### config.mk
export PLATFORM = sky130hd
export DESIGN_NAME = spimc_top
export DESIGN_NICKNAME = d
export VERILOG_FILES = /design/src/hdl/spimc_pkg.sv /design/src/hdl/spimc_top.sv
export VERILOG_INCLUDE_DIRS = /design/src /design/src/hdl
export SDC_FILE = /design/constraint.sdc
export NUM_CORES = 1
export LEC_CHECK = 0
export BUFFER_PORTS_ARGS = -buffer_cell sky130_fd_sc_hd__buf_2
export CORE_ASPECT_RATIO = 0.5
export CORE_MARGIN = 5
export CORE_UTILIZATION = 45
export CTS_CLUSTER_SIZE = 28
export DETAILED_ROUTE_END_ITERATION = 12
export PLACE_DENSITY = 0.68
export SYNTH_ARGS = -nofsm -noshare
export SYNTH_HDL_FRONTEND = slang
export SYNTH_SLANG_ARGS = --single-unit
### constraint.sdc
create_clock -name pclk -period 2.1 [get_ports pclk]
set_input_delay 0.105 -clock pclk [delete_from_list [all_inputs] [get_ports pclk]]
set_output_delay 0.105 -clock pclk [all_outputs]
set_load 0.01 [all_outputs]
### src/hdl/spimc_params.svh
// Constants of the serial peripheral master control and status block
//
// Contract
// With the interrupt enable bit clear the port raises no interrupt and software must poll status.
// With the interrupt enable bit set an interrupt is requested when transfer done or mode fault is set.
// The system enable bit hands the shared port pins to the serial function; clearing it returns them to GPIO.
// With open drain selected the six port outputs only pull low, otherwise they drive both levels.
// The serial clock rests high with polarity set and low with polarity clear.
// The rate field divides the processor clock by 2, 4, 16 or 32 for values 00, 01, 10, 11.
// Transfer done sets at the end of a transfer and clears after a status read then a data access.
// Write collision sets on a data write during a transfer and clears after a status read then a data access.
// Mode fault sets when the master sees its slave select low and clears after a status read then a control write; the code needs it as an input.
// As master, a data write starts a transfer that shifts out and in at once.
// The phase bit picks the launch and sample clock edges in the usual serial mode way.
`ifndef SPIMC_PARAMS_SVH
`define SPIMC_PARAMS_SVH

// ----------------------------------------
// Register indices (byte address = 4 * index)
// ----------------------------------------
`define SPIMC_IDX_CTRL 8'h28
`define SPIMC_IDX_STAT 8'h29
`define SPIMC_IDX_DATA 8'h2A
`define SPIMC_IDX_IRQ_STAT 8'h2C
`define SPIMC_IDX_IRQ_CLR 8'h2D
`define SPIMC_IDX_IRQ_EN 8'h2E
`define SPIMC_IDX_GPIO 8'h30

// ----------------------------------------
// Fields and reset values
// ----------------------------------------
`define SPIMC_CTRL_RESET 8'h04
`define SPIMC_STAT_DONE 7
`define SPIMC_STAT_COLL 6
`define SPIMC_STAT_FAULT 4
`define SPIMC_GPIO_DIR_LSB 8
`define SPIMC_PIN_SS 5
`define SPIMC_PIN_SCK 4
`define SPIMC_PIN_MOSI 3
`define SPIMC_PIN_MISO 2
`define SPIMC_LAST_EDGE 4'hF

// ----------------------------------------
// Half periods of the serial clock in pclk cycles
// ----------------------------------------
`define SPIMC_HALF_DIV2 5'h01
`define SPIMC_HALF_DIV4 5'h02
`define SPIMC_HALF_DIV16 5'h08
`define SPIMC_HALF_DIV32 5'h10

`endif

### src/hdl/spimc_pkg.sv
// Types of the serial peripheral master control and status block
package spimc_pkg;

	typedef struct packed {
		logic irq_en;
		logic sys_en;
		logic open_drain;
		logic master;
		logic cpol;
		logic cpha;
		logic [1:0] rate;
	} spimc_ctrl_type;

	typedef struct packed {
		logic done;
		logic coll;
		logic fault;
	} spimc_flags_type;

	typedef enum logic {st_idle, st_run} spimc_state_type;

endpackage : spimc_pkg

### src/hdl/spimc_top.sv
// Serial peripheral master port: APB registers, clock divider, shifter, flags, pins
//
// The register offsets and the APB register port were chosen for this implementation.
`include "spimc_params.svh"

module spimc_top import spimc_pkg::*; #(
	parameter int ADDR_W = 12
) (
	input wire logic pclk,
	input wire logic presetn,
	input wire logic psel,
	input wire logic penable,
	input wire logic pwrite,
	input wire logic [ADDR_W-1:0] paddr,
	input wire logic [31:0] pwdata,
	output logic [31:0] prdata,
	output logic pready,
	output logic pslverr,
	input wire logic [5:0] port_in,
	output logic [5:0] port_out,
	output logic [5:0] port_oe,
	output logic irq
);

	// ----------------------------------------
	// Helpers
	// ----------------------------------------
	function automatic logic is_reg(input logic [ADDR_W-1:0] a, input logic [7:0] idx);
		return a[9:2] == idx;
	endfunction : is_reg

	function automatic logic [4:0] half_cycles(input logic [1:0] rate);
		case (rate)
			2'b00: return `SPIMC_HALF_DIV2;
			2'b01: return `SPIMC_HALF_DIV4;
			2'b10: return `SPIMC_HALF_DIV16;
			default: return `SPIMC_HALF_DIV32;
		endcase
	endfunction : half_cycles

	spimc_ctrl_type ctrl;
	spimc_flags_type flags;
	spimc_flags_type armed;
	spimc_state_type state;
	logic [5:0] gpio_out;
	logic [5:0] gpio_dir;
	logic [2:0] irq_stat;
	logic [2:0] irq_en;
	logic [5:0] pin_meta;
	logic [5:0] pin_sync;
	logic [7:0] shreg;
	logic [7:0] rx_buf;
	logic [4:0] div_cnt;
	logic [3:0] edge_cnt;
	logic [1:0] rate_run;
	logic rx_bit;
	logic mosi_reg;
	logic sck_phase;
	logic [31:0] next_prdata;

	logic access;
	logic wr;
	logic rd;
	logic mapped;
	logic data_acc;
	logic data_wr;
	logic stat_rd;
	logic ctrl_wr;
	logic busy;
	logic tick;
	logic done_pulse;
	logic start;
	logic fault_set;
	logic ss_low;
	logic sck_out;

	assign access = psel & penable;
	assign wr = access & pwrite;
	assign rd = access & ~pwrite;
	assign data_acc = access & is_reg(paddr, `SPIMC_IDX_DATA);
	assign data_wr = data_acc & pwrite;
	assign stat_rd = rd & is_reg(paddr, `SPIMC_IDX_STAT);
	assign ctrl_wr = wr & is_reg(paddr, `SPIMC_IDX_CTRL);
	assign mapped = is_reg(paddr, `SPIMC_IDX_CTRL) | is_reg(paddr, `SPIMC_IDX_STAT)
		| is_reg(paddr, `SPIMC_IDX_DATA) | is_reg(paddr, `SPIMC_IDX_IRQ_STAT)
		| is_reg(paddr, `SPIMC_IDX_IRQ_CLR) | is_reg(paddr, `SPIMC_IDX_IRQ_EN)
		| is_reg(paddr, `SPIMC_IDX_GPIO);
	assign pready = 1'b1;
	assign pslverr = access & ~mapped;

	// ----------------------------------------
	// Pin synchroniser
	// ----------------------------------------
	always_ff @(posedge pclk or negedge presetn) begin
		if (!presetn) begin
			pin_meta <= '0;
			pin_sync <= '0;
		end else begin
			pin_meta <= port_in;
			pin_sync <= pin_meta;
		end
	end

	assign ss_low = ~pin_sync[`SPIMC_PIN_SS];

	// ----------------------------------------
	// Software registers
	// ----------------------------------------
	always_ff @(posedge pclk or negedge presetn) begin
		if (!presetn) begin
			ctrl <= `SPIMC_CTRL_RESET;
			gpio_out <= '0;
			gpio_dir <= '0;
			irq_en <= '0;
		end else if (wr) begin
			if (is_reg(paddr, `SPIMC_IDX_CTRL))
				ctrl <= pwdata[7:0];
			if (is_reg(paddr, `SPIMC_IDX_IRQ_EN))
				irq_en <= pwdata[2:0];
			if (is_reg(paddr, `SPIMC_IDX_GPIO)) begin
				gpio_out <= pwdata[5:0];
				gpio_dir <= pwdata[`SPIMC_GPIO_DIR_LSB+:6];
			end
		end
	end

	// ----------------------------------------
	// Clock divider and shifter
	// ----------------------------------------
	assign busy = (state == st_run);
	assign start = data_wr & ~busy & ctrl.sys_en & ctrl.master;
	assign tick = busy && (div_cnt == half_cycles(rate_run) - 5'h01);
	assign done_pulse = tick && (edge_cnt == `SPIMC_LAST_EDGE);

	always_ff @(posedge pclk or negedge presetn) begin
		if (!presetn) begin
			state <= st_idle;
			shreg <= '0;
			rx_buf <= '0;
			rx_bit <= 1'b0;
			mosi_reg <= 1'b0;
			sck_phase <= 1'b0;
			div_cnt <= '0;
			edge_cnt <= '0;
			rate_run <= '0;
		end else if (!ctrl.sys_en) begin
			// Disabling the port abandons a transfer in flight
			state <= st_idle;
			sck_phase <= 1'b0;
		end else if (start) begin
			state <= st_run;
			shreg <= pwdata[7:0];
			mosi_reg <= pwdata[7];
			div_cnt <= '0;
			edge_cnt <= '0;
			sck_phase <= 1'b0;
			rate_run <= ctrl.rate;
		end else if (tick) begin
			div_cnt <= '0;
			sck_phase <= ~sck_phase;
			edge_cnt <= edge_cnt + 4'h1;
			if (!edge_cnt[0]) begin
				if (ctrl.cpha)
					mosi_reg <= shreg[7];
				else
					rx_bit <= pin_sync[`SPIMC_PIN_MISO];
			end else begin
				shreg <= {shreg[6:0], ctrl.cpha ? pin_sync[`SPIMC_PIN_MISO] : rx_bit};
				if (!ctrl.cpha)
					mosi_reg <= shreg[6];
				if (edge_cnt == `SPIMC_LAST_EDGE) begin
					state <= st_idle;
					rx_buf <= {shreg[6:0], ctrl.cpha ? pin_sync[`SPIMC_PIN_MISO] : rx_bit};
				end
			end
		end else if (busy) begin
			div_cnt <= div_cnt + 5'h01;
		end
	end

	assign sck_out = ctrl.cpol ^ sck_phase;

	// ----------------------------------------
	// Status flags
	// ----------------------------------------
	// Fault only when slave select is an input; as an output it serves as chip select
	assign fault_set = ctrl.sys_en & ctrl.master & ~gpio_dir[`SPIMC_PIN_SS] & ss_low;

	always_ff @(posedge pclk or negedge presetn) begin
		if (!presetn) begin
			flags <= '0;
		end else begin
			flags.done <= done_pulse | (flags.done & ~(data_acc & armed.done));
			flags.coll <= (data_wr & busy) | (flags.coll & ~(data_acc & armed.coll));
			flags.fault <= fault_set | (flags.fault & ~(ctrl_wr & armed.fault));
		end
	end

	// Only flags seen by a status read may be cleared by the following access
	always_ff @(posedge pclk or negedge presetn) begin
		if (!presetn) begin
			armed <= '0;
		end else if (stat_rd) begin
			armed <= flags;
		end else begin
			if (data_acc) begin
				armed.done <= 1'b0;
				armed.coll <= 1'b0;
			end
			if (ctrl_wr)
				armed.fault <= 1'b0;
		end
	end

	// ----------------------------------------
	// Interrupt
	// ----------------------------------------
	always_ff @(posedge pclk or negedge presetn) begin
		if (!presetn)
			irq_stat <= '0;
		else if (wr && is_reg(paddr, `SPIMC_IDX_IRQ_CLR))
			irq_stat <= (irq_stat & ~pwdata[2:0]) | {done_pulse, data_wr & busy, fault_set};
		else
			irq_stat <= irq_stat | {done_pulse, data_wr & busy, fault_set};
	end

	assign irq = ctrl.irq_en & (flags.done | flags.fault | (|(irq_stat & irq_en)));

	// ----------------------------------------
	// Read data, loaded in the setup cycle
	// ----------------------------------------
	always_comb begin
		next_prdata = '0;
		if (is_reg(paddr, `SPIMC_IDX_CTRL))
			next_prdata[7:0] = ctrl;
		if (is_reg(paddr, `SPIMC_IDX_STAT)) begin
			next_prdata[`SPIMC_STAT_DONE] = flags.done;
			next_prdata[`SPIMC_STAT_COLL] = flags.coll;
			next_prdata[`SPIMC_STAT_FAULT] = flags.fault;
		end
		if (is_reg(paddr, `SPIMC_IDX_DATA))
			next_prdata[7:0] = rx_buf;
		if (is_reg(paddr, `SPIMC_IDX_IRQ_STAT))
			next_prdata[2:0] = irq_stat;
		if (is_reg(paddr, `SPIMC_IDX_IRQ_EN))
			next_prdata[2:0] = irq_en;
		if (is_reg(paddr, `SPIMC_IDX_GPIO)) begin
			next_prdata[5:0] = pin_sync;
			next_prdata[`SPIMC_GPIO_DIR_LSB+:6] = gpio_dir;
		end
	end

	always_ff @(posedge pclk or negedge presetn) begin
		if (!presetn)
			prdata <= '0;
		else if (psel && !penable && !pwrite)
			prdata <= next_prdata;
	end

	// ----------------------------------------
	// Port pins
	// ----------------------------------------
	always_comb begin
		logic [5:0] val;
		logic [5:0] drv;
		val = gpio_out;
		drv = gpio_dir;
		if (ctrl.sys_en) begin
			drv[`SPIMC_PIN_MISO] = 1'b0;
			drv[`SPIMC_PIN_SCK] = ctrl.master;
			drv[`SPIMC_PIN_MOSI] = ctrl.master;
			val[`SPIMC_PIN_SCK] = sck_out;
			val[`SPIMC_PIN_MOSI] = mosi_reg;
			if (!ctrl.master)
				drv[`SPIMC_PIN_SS] = 1'b0;
		end
		port_oe = ctrl.open_drain ? (drv & ~val) : drv;
		port_out = ctrl.open_drain ? 6'h00 : val;
	end

	// ----------------------------------------
	// Assertions
	// ----------------------------------------
	property p_no_irq_disabled;
		@(posedge pclk) disable iff (!presetn) !ctrl.irq_en |-> !irq;
	endproperty
	a_no_irq_disabled: assert property (p_no_irq_disabled) else $error("irq with enable clear");

	property p_irq_on_flag;
		@(posedge pclk) disable iff (!presetn) ctrl.irq_en && (flags.done || flags.fault) |-> irq;
	endproperty
	a_irq_on_flag: assert property (p_irq_on_flag) else $error("flag set without irq");

	property p_gpio_pins;
		@(posedge pclk) disable iff (!presetn) !ctrl.sys_en && !ctrl.open_drain |-> port_oe == gpio_dir;
	endproperty
	a_gpio_pins: assert property (p_gpio_pins) else $error("pins not in gpio use");

	property p_open_drain;
		@(posedge pclk) disable iff (!presetn) ctrl.open_drain |-> port_out == 6'h00 && (port_oe & gpio_out) == 6'h00
			|| ctrl.sys_en;
	endproperty
	a_open_drain: assert property (p_open_drain) else $error("open drain drives high");

	property p_sck_idle;
		@(posedge pclk) disable iff (!presetn) !busy && ctrl.sys_en && ctrl.master |-> port_out[`SPIMC_PIN_SCK] == ctrl.cpol
			|| ctrl.open_drain;
	endproperty
	a_sck_idle: assert property (p_sck_idle) else $error("sck not at rest level");

	property p_rate_div2;
		@(posedge pclk) disable iff (!presetn) $rose(busy) && rate_run == 2'b00 && ctrl.sys_en
			|-> busy [*8] ##1 busy [*8] ##1 !busy;
	endproperty
	a_rate_div2: assert property (p_rate_div2) else $error("div2 transfer length wrong");

	property p_done_set;
		@(posedge pclk) disable iff (!presetn) done_pulse |=> flags.done && !busy;
	endproperty
	a_done_set: assert property (p_done_set) else $error("done flag missing");

	property p_done_hold;
		@(posedge pclk) disable iff (!presetn) flags.done && !armed.done |=> flags.done;
	endproperty
	a_done_hold: assert property (p_done_hold) else $error("done cleared without status read");

	property p_collision;
		@(posedge pclk) disable iff (!presetn) data_wr && busy |=> flags.coll;
	endproperty
	a_collision: assert property (p_collision) else $error("collision not flagged");

	property p_fault;
		@(posedge pclk) disable iff (!presetn) fault_set |=> flags.fault ##1 (flags.fault || $past(ctrl_wr));
	endproperty
	a_fault: assert property (p_fault) else $error("mode fault not held");

	property p_start;
		@(posedge pclk) disable iff (!presetn) start |=> busy && edge_cnt == 4'h0;
	endproperty
	a_start: assert property (p_start) else $error("write did not start transfer");

endmodule : spimc_top

# --- Yosys cells after proc, flatten, opt, wreduce, memory -nomap -nowiden ---
# Cells that the tools add are included.
classes:
  addsub: 3
  n_eq_ne: 15
  reduce_logical: 26
  muxes: 40
  n_bitwise: 53
op_table:
  columns: ["operator", "count"]
  rows:
  - ["$eq 8x6->1 const B", 7]
  - ["$mux 8", 5]
  - ["$mux 6", 4]
  - ["$and 1x1->1", 22]
  - ["$mux 1", 17]
  - ["$mux 5", 3]
  - ["$pmux 5 s3", 1]
  - ["$mux 3", 4]
  - ["$mux 4", 3]
  - ["$not 1->1", 12]
  - ["$reduce_and 2->1", 6]
  - ["$or 1x1->1", 11]
  - ["$reduce_and 5->1", 2]
  - ["$ne 3x1->1 const B", 3]
  - ["$reduce_bool 2->1", 4]
  - ["$and 3x3->3", 2]
  - ["$and 6x6->6", 1]
  - ["$mux 2", 3]
  - ["$not 6->6", 1]
  - ["$or 3x3->3", 2]
  - ["$reduce_and 3->1", 2]
  - ["$reduce_bool 3->1", 2]
  - ["$add 5x1->5 const B", 1]
  - ["$eq 5x5->1", 1]
  - ["other kinds (13)", 18]
totals:
  register_bits: 89
  input_bits: 55
  elab_cells: 166

# --- Longest topological paths before layout ---
logic_depth:
  depth_word: 9
  depth_mapped: 9
  ltp_nobuf: 5

# --- Least setup slack after synthesis ---
# Ideal clock, no wire load.
synth_path:
  path_type: "reg2reg"
  start: "register div_cnt[0]"
  end: "register shreg[5]"
  required_time_ns: 1.974
  setup_ns: 0.126
  path_buffers: 1
  stages_incl_launch_ff: 7
  slack_ns: 0.252
  t_arrival_ns: 1.722
  cell_sequence: "dfrtp_1 nor3b_1 o2111ai_1 a211oi_2 buf_4 nor3b_1 a221o_1"
synth_via:
  elab_chain_cells: 4
synth_lines:
  columns: ["element", "line", "rtl"]
  rows:
  - ["from (decl)", "spimc_top.sv:53", "logic [4:0] div_cnt;"]
  - ["from (signal assigned)", "spimc_top.sv:177", "div_cnt <= div_cnt + 5'h01;"]
  - ["$eq 5x5->1", "spimc_top.sv:132", "assign tick = busy && (div_cnt == half_cycles(rate_run) - 5'h01);"]
  - ["$logic_and 1x1->1", "spimc_top.sv:132", null]
  - ["$reduce_bool 2->1 (no source line)", null, null]
  - ["$reduce_and 3->1 (no source line)", null, null]
  - ["to (signal assigned)", "spimc_top.sv:152", "shreg <= pwdata[7:0];"]
  - ["to (signal assigned)", "spimc_top.sv:168", "shreg <= {shreg[6:0], ctrl.cpha ? pin_sync[`SPIMC_PIN_MISO] : rx_bit};"]
  - ["to (decl)", "spimc_top.sv:51", "logic [7:0] shreg;"]
# No other way between the ends.
# A chain may end at the register's enable or synchronous reset.

# --- Worst setup path after layout ---
layout_path:
  start: "register ctrl[6] (netlist bit)"
  end: "output port port_oe[5]"
layout_via:
  elab_chain_cells: 3
layout_lines:
  columns: ["element", "line", "rtl"]
  rows:
  - ["from (decl)", "spimc_top.sv:41", "spimc_ctrl_type ctrl;"]
  - ["from (signal assigned)", "spimc_top.sv:111", "ctrl <= `SPIMC_CTRL_RESET;"]
  - ["from (signal assigned)", "spimc_top.sv:117", "ctrl <= pwdata[7:0];"]
  - ["$mux 4 *", "spimc_top.sv:268", "if (ctrl.sys_en) begin"]
  - ["$and 6x6->6", "spimc_top.sv:277", "port_oe = ctrl.open_drain ? (drv & ~val) : drv;"]
  - ["$mux 6 *", "spimc_top.sv:277", null]
  - ["to (decl)", "spimc_top.sv:21", "output logic [5:0] port_oe,"]
# Mark *: on every way between the ends. The rest lies on a longest branch, timed or not.

==> results.toml <==
[global_routing]
grt-ovfl-total = 0
grtUsageTotal = 0.1956
antenna_found_initial = 0
grt_pass1_wl_um = 17730
grt_pass1_vias = 3338
grt_max_degree = 51

[place]
dpl_cell_area_um2 = 4802
place.gp.congestion = 0.9287
dp.cells = 596
pre_cts_ws_ns = 0.09925
io_buffer_count = 60
hpwlAfterDp_um = 7767

[routing]
wl_per_cell_um = 17.69
wl_um = 11060
first_pass_iters = 5
drtAntennaViolNets = 0
first_iter_violations = 254
num_vias = 3377
drc = 0
detail_route.vias_per_cell = 5.403

[sta]
clock.fmax_ghz = 0.5150
fin_crit_sh = 0.9246
tns_ns = 0
hold_violations = 0
worst_pin_slew_ns = 0.5923
fin_ws_ns = 0.1584
slew_headroom = 0.5949
fin_worst_skew_ns = 0.007228
finalCriticalPeriod_ns = 1.942
setup_violations = 0
rsz0062_at_grt = "false"
report.final.slew_viol_count = 0

[synthesis]
netlist_instances = 400
synth_edf_count = 0
async_reset_ff_frac = 1.000
yosysSeqAreaShare = 0.5150
synthDistinctLibCells = 59
yosys_warnings = 0
synth_ff_type = "dfrtp_1"
syn_area_um2 = 4327
synth_seq_cells = 89
synth.avg_cell_area_um2 = 10.82

[setup_path]
r2r_cells = 6
critPathLaunchType = "flip-flop"
cp.arrival_ns = 1.84
cpPeakStageDelay_ns = 0.40
regToRegEndpoint = "div_cnt[3]$_DFFE_PN0P_"
required_ns = 2.00
critPathKind = "reg2out"
cp_slowest_cell = "dfrtp_1"
crit_fanout = 15
cp_common_cell = "buf_4"
r2r_setup_slack_ns = 0.17
crit_chain = "buf_4 -> clkinv_1 -> buf_4 -> o21ai_0 -> a21oi_1 -> buf_2"
end_kind = "primary output"
rr_startpoint = "div_cnt[0]$_DFFE_PN0P_"

[cells_and_area]
top_register = "prdata"
diodes = 0
syn2layout_area_growth_pct = 20.82
drive_gt1_frac = 0.3000
nets = 542
finish.utilization = 0.5552
fin_area_um2 = 5228
largest_register_ff_count = 14
layout.cells.non_filler = 625

[power_and_ir_drop]
peakVddDrop_mv = 0.4785
power_density_nw_per_um2 = 679.2
p_leak_nw = 2.482

[floorplanning]
io_pins = 102
start_util = 0.4595
die_area_um2 = 11790
coreArea_um2 = 9415
die_y_um = 79.34
die_x_um = 148.7
rows = 25

[clocking]
cts_buffers = 9
tritoncts = "built"
cts.sinks = 89
root_buffer = "clkbuf_16"
clk_pin_slew_ns = 0.06
h-tree-depth = 3
clock_latency_ns = 0.34
clock_path_buffers = 2

[hold_path]
hold_path_end = "ctrl[6]$_DFFE_PN0P_"
hold_path.class = "in2reg"
worstHoldPathCells = 2
hp-start = "pwdata[6]"

[outcome]
status = "completed"

[run]
cap_violations = 0
-- cell usage after synthesis, types with 6 or more instances --
cell	number	area, um^2
dfrtp_1	88	2202
nand2_1	51	191.4
mux2_2	36	405.4
buf_4	21	157.7
nor2_1	20	75.07
o21ai_0	19	95.09
a21oi_1	17	85.08
nand3_1	12	60.06
nor3_1	9	45.04
clkbuf_1	8	30.03
a211oi_1	6	45.04
buf_2	6	30.03
inv_1	6	22.52
-- worst max path at each step --
stage / from / endpoint / cells after the start
detailed placement: div_cnt[0]$_DFFE_PN0P_ / shreg[4]$_DFFE_PN0P_ / 6
floorplan: div_cnt[0]$_DFFE_PN0P_ / shreg[5]$_DFFE_PN0P_ / 6
finish: ctrl[6]$_DFFE_PN0P_ / port_oe[5] / 6
CTS: div_cnt[0]$_DFFE_PN0P_ / shreg[2]$_DFFE_PN0P_ / 6
global route: div_cnt[0]$_DFFE_PN0P_ / div_cnt[3]$_DFFE_PN0P_ / 6
global placement: div_cnt[0]$_DFFE_PN0P_ / shreg[5]$_DFFE_PN0P_ / 6
-- logic make-up (layout without fill, tap and decap cells) --
family,after synthesis,after routing,share of synthesized area
buf+inv,45,118,0.06101
fa+ha+maj,2,2,0.005783
other cells,2,19,0.001736
mux,43,43,0.1131
simple gates,135,135,0.1686
compound gates,79,79,0.1246
xor+xnor,5,5,0.01012
flops,89,89,0.5150
-- critical path: cells and delay by family (launching register included) --
kind	cells	cell delay (ns)
AO/OA/AOI/OAI	2	0.26
buffers and inverters	4	0.84
flip-flops	1	0.40
-- layer usage --
layer / up-vias / global-route usage / routed length (um)
met2: 128 / 0.2988 / 4945
met4: 0 / 0.04977 / 141
met5: - / 0 / 0
met1: 1660 / 0.2722 / 5192
li1: 1575 / - / -
met3: 14 / 0.06100 / 776
-- area by class of cell --
cell class              instances  area, um^2
multi-input cells             283        1898
fillers                       845        4188
clock inverters                 5       37.54
flip-flops and latches         89        2230
inverters                       7       26.28
repair buffers                 95       614.3
clock buffers                  11       252.7
well taps                     135       168.9
-- placed cells by master, fill, tap and decap left out, types with 4 or more instances in the layout --
| master | synthesis | routed |
|---|---|---|
| a211oi_1 | 6 | 6 |
| a21oi_1 | 17 | 17 |
| a221o_1 | 4 | 4 |
| a22o_1 | 4 | 4 |
| and2_1 | 4 | 4 |
| and3_1 | 5 | 5 |
| and4_1 | 4 | 4 |
| buf_2 | 6 | 59 |
| buf_4 | 21 | 21 |
| clkbuf_16 | 0 | 9 |
| conb_1 | 2 | 19 |
| dfrtp_1 | 88 | 87 |
| dlygate4sd3_1 | 0 | 13 |
| inv_1 | 6 | 6 |
| mux2_2 | 36 | 36 |
| mux2i_1 | 5 | 5 |
| nand2_1 | 51 | 51 |
| nand3_1 | 12 | 12 |
| nor2_1 | 20 | 20 |
| nor2b_1 | 4 | 4 |
| nor3_1 | 9 | 9 |
| nor3b_1 | 5 | 5 |
| o211ai_1 | 4 | 4 |
| o21ai_0 | 19 | 19 |
| xnor2_1 | 4 | 4 |
-- per-stage QoR --
stage / hold slack (ns) / total power, mW
5_1_grt: 0.01092 / 3.695
3_5_place_dp: 0.1218 / 2.019
4_1_cts: 0.001942 / 3.579
6_report: 0.01131 / 3.551
3_3_place_gp: 0.1141 / 2.015
2_1_floorplan: -0.1906 / 1.915
-- power breakdown --
| part | leakage (nW) | switching, mW | internal (mW) |
|---|---|---|---|
| Clock | 0.139 | 0.672 | 0.872 |
| Combinational | 1.20 | 0.147 | 0.0924 |
| Sequential | 1.15 | 0.0190 | 1.75 |
| Total | 2.48 | 0.837 | 2.71 |
-- what timing repair did --
item                                    in CTS  in global routing
endpoints found under the setup margin       0                  7
resized for setup                            0                  2
hold buffers                                13                  0
buffers inserted                             0                  0
endpoints found under the hold margin       51                  0
Note: power is estimated with default switching activity, not from simulation.
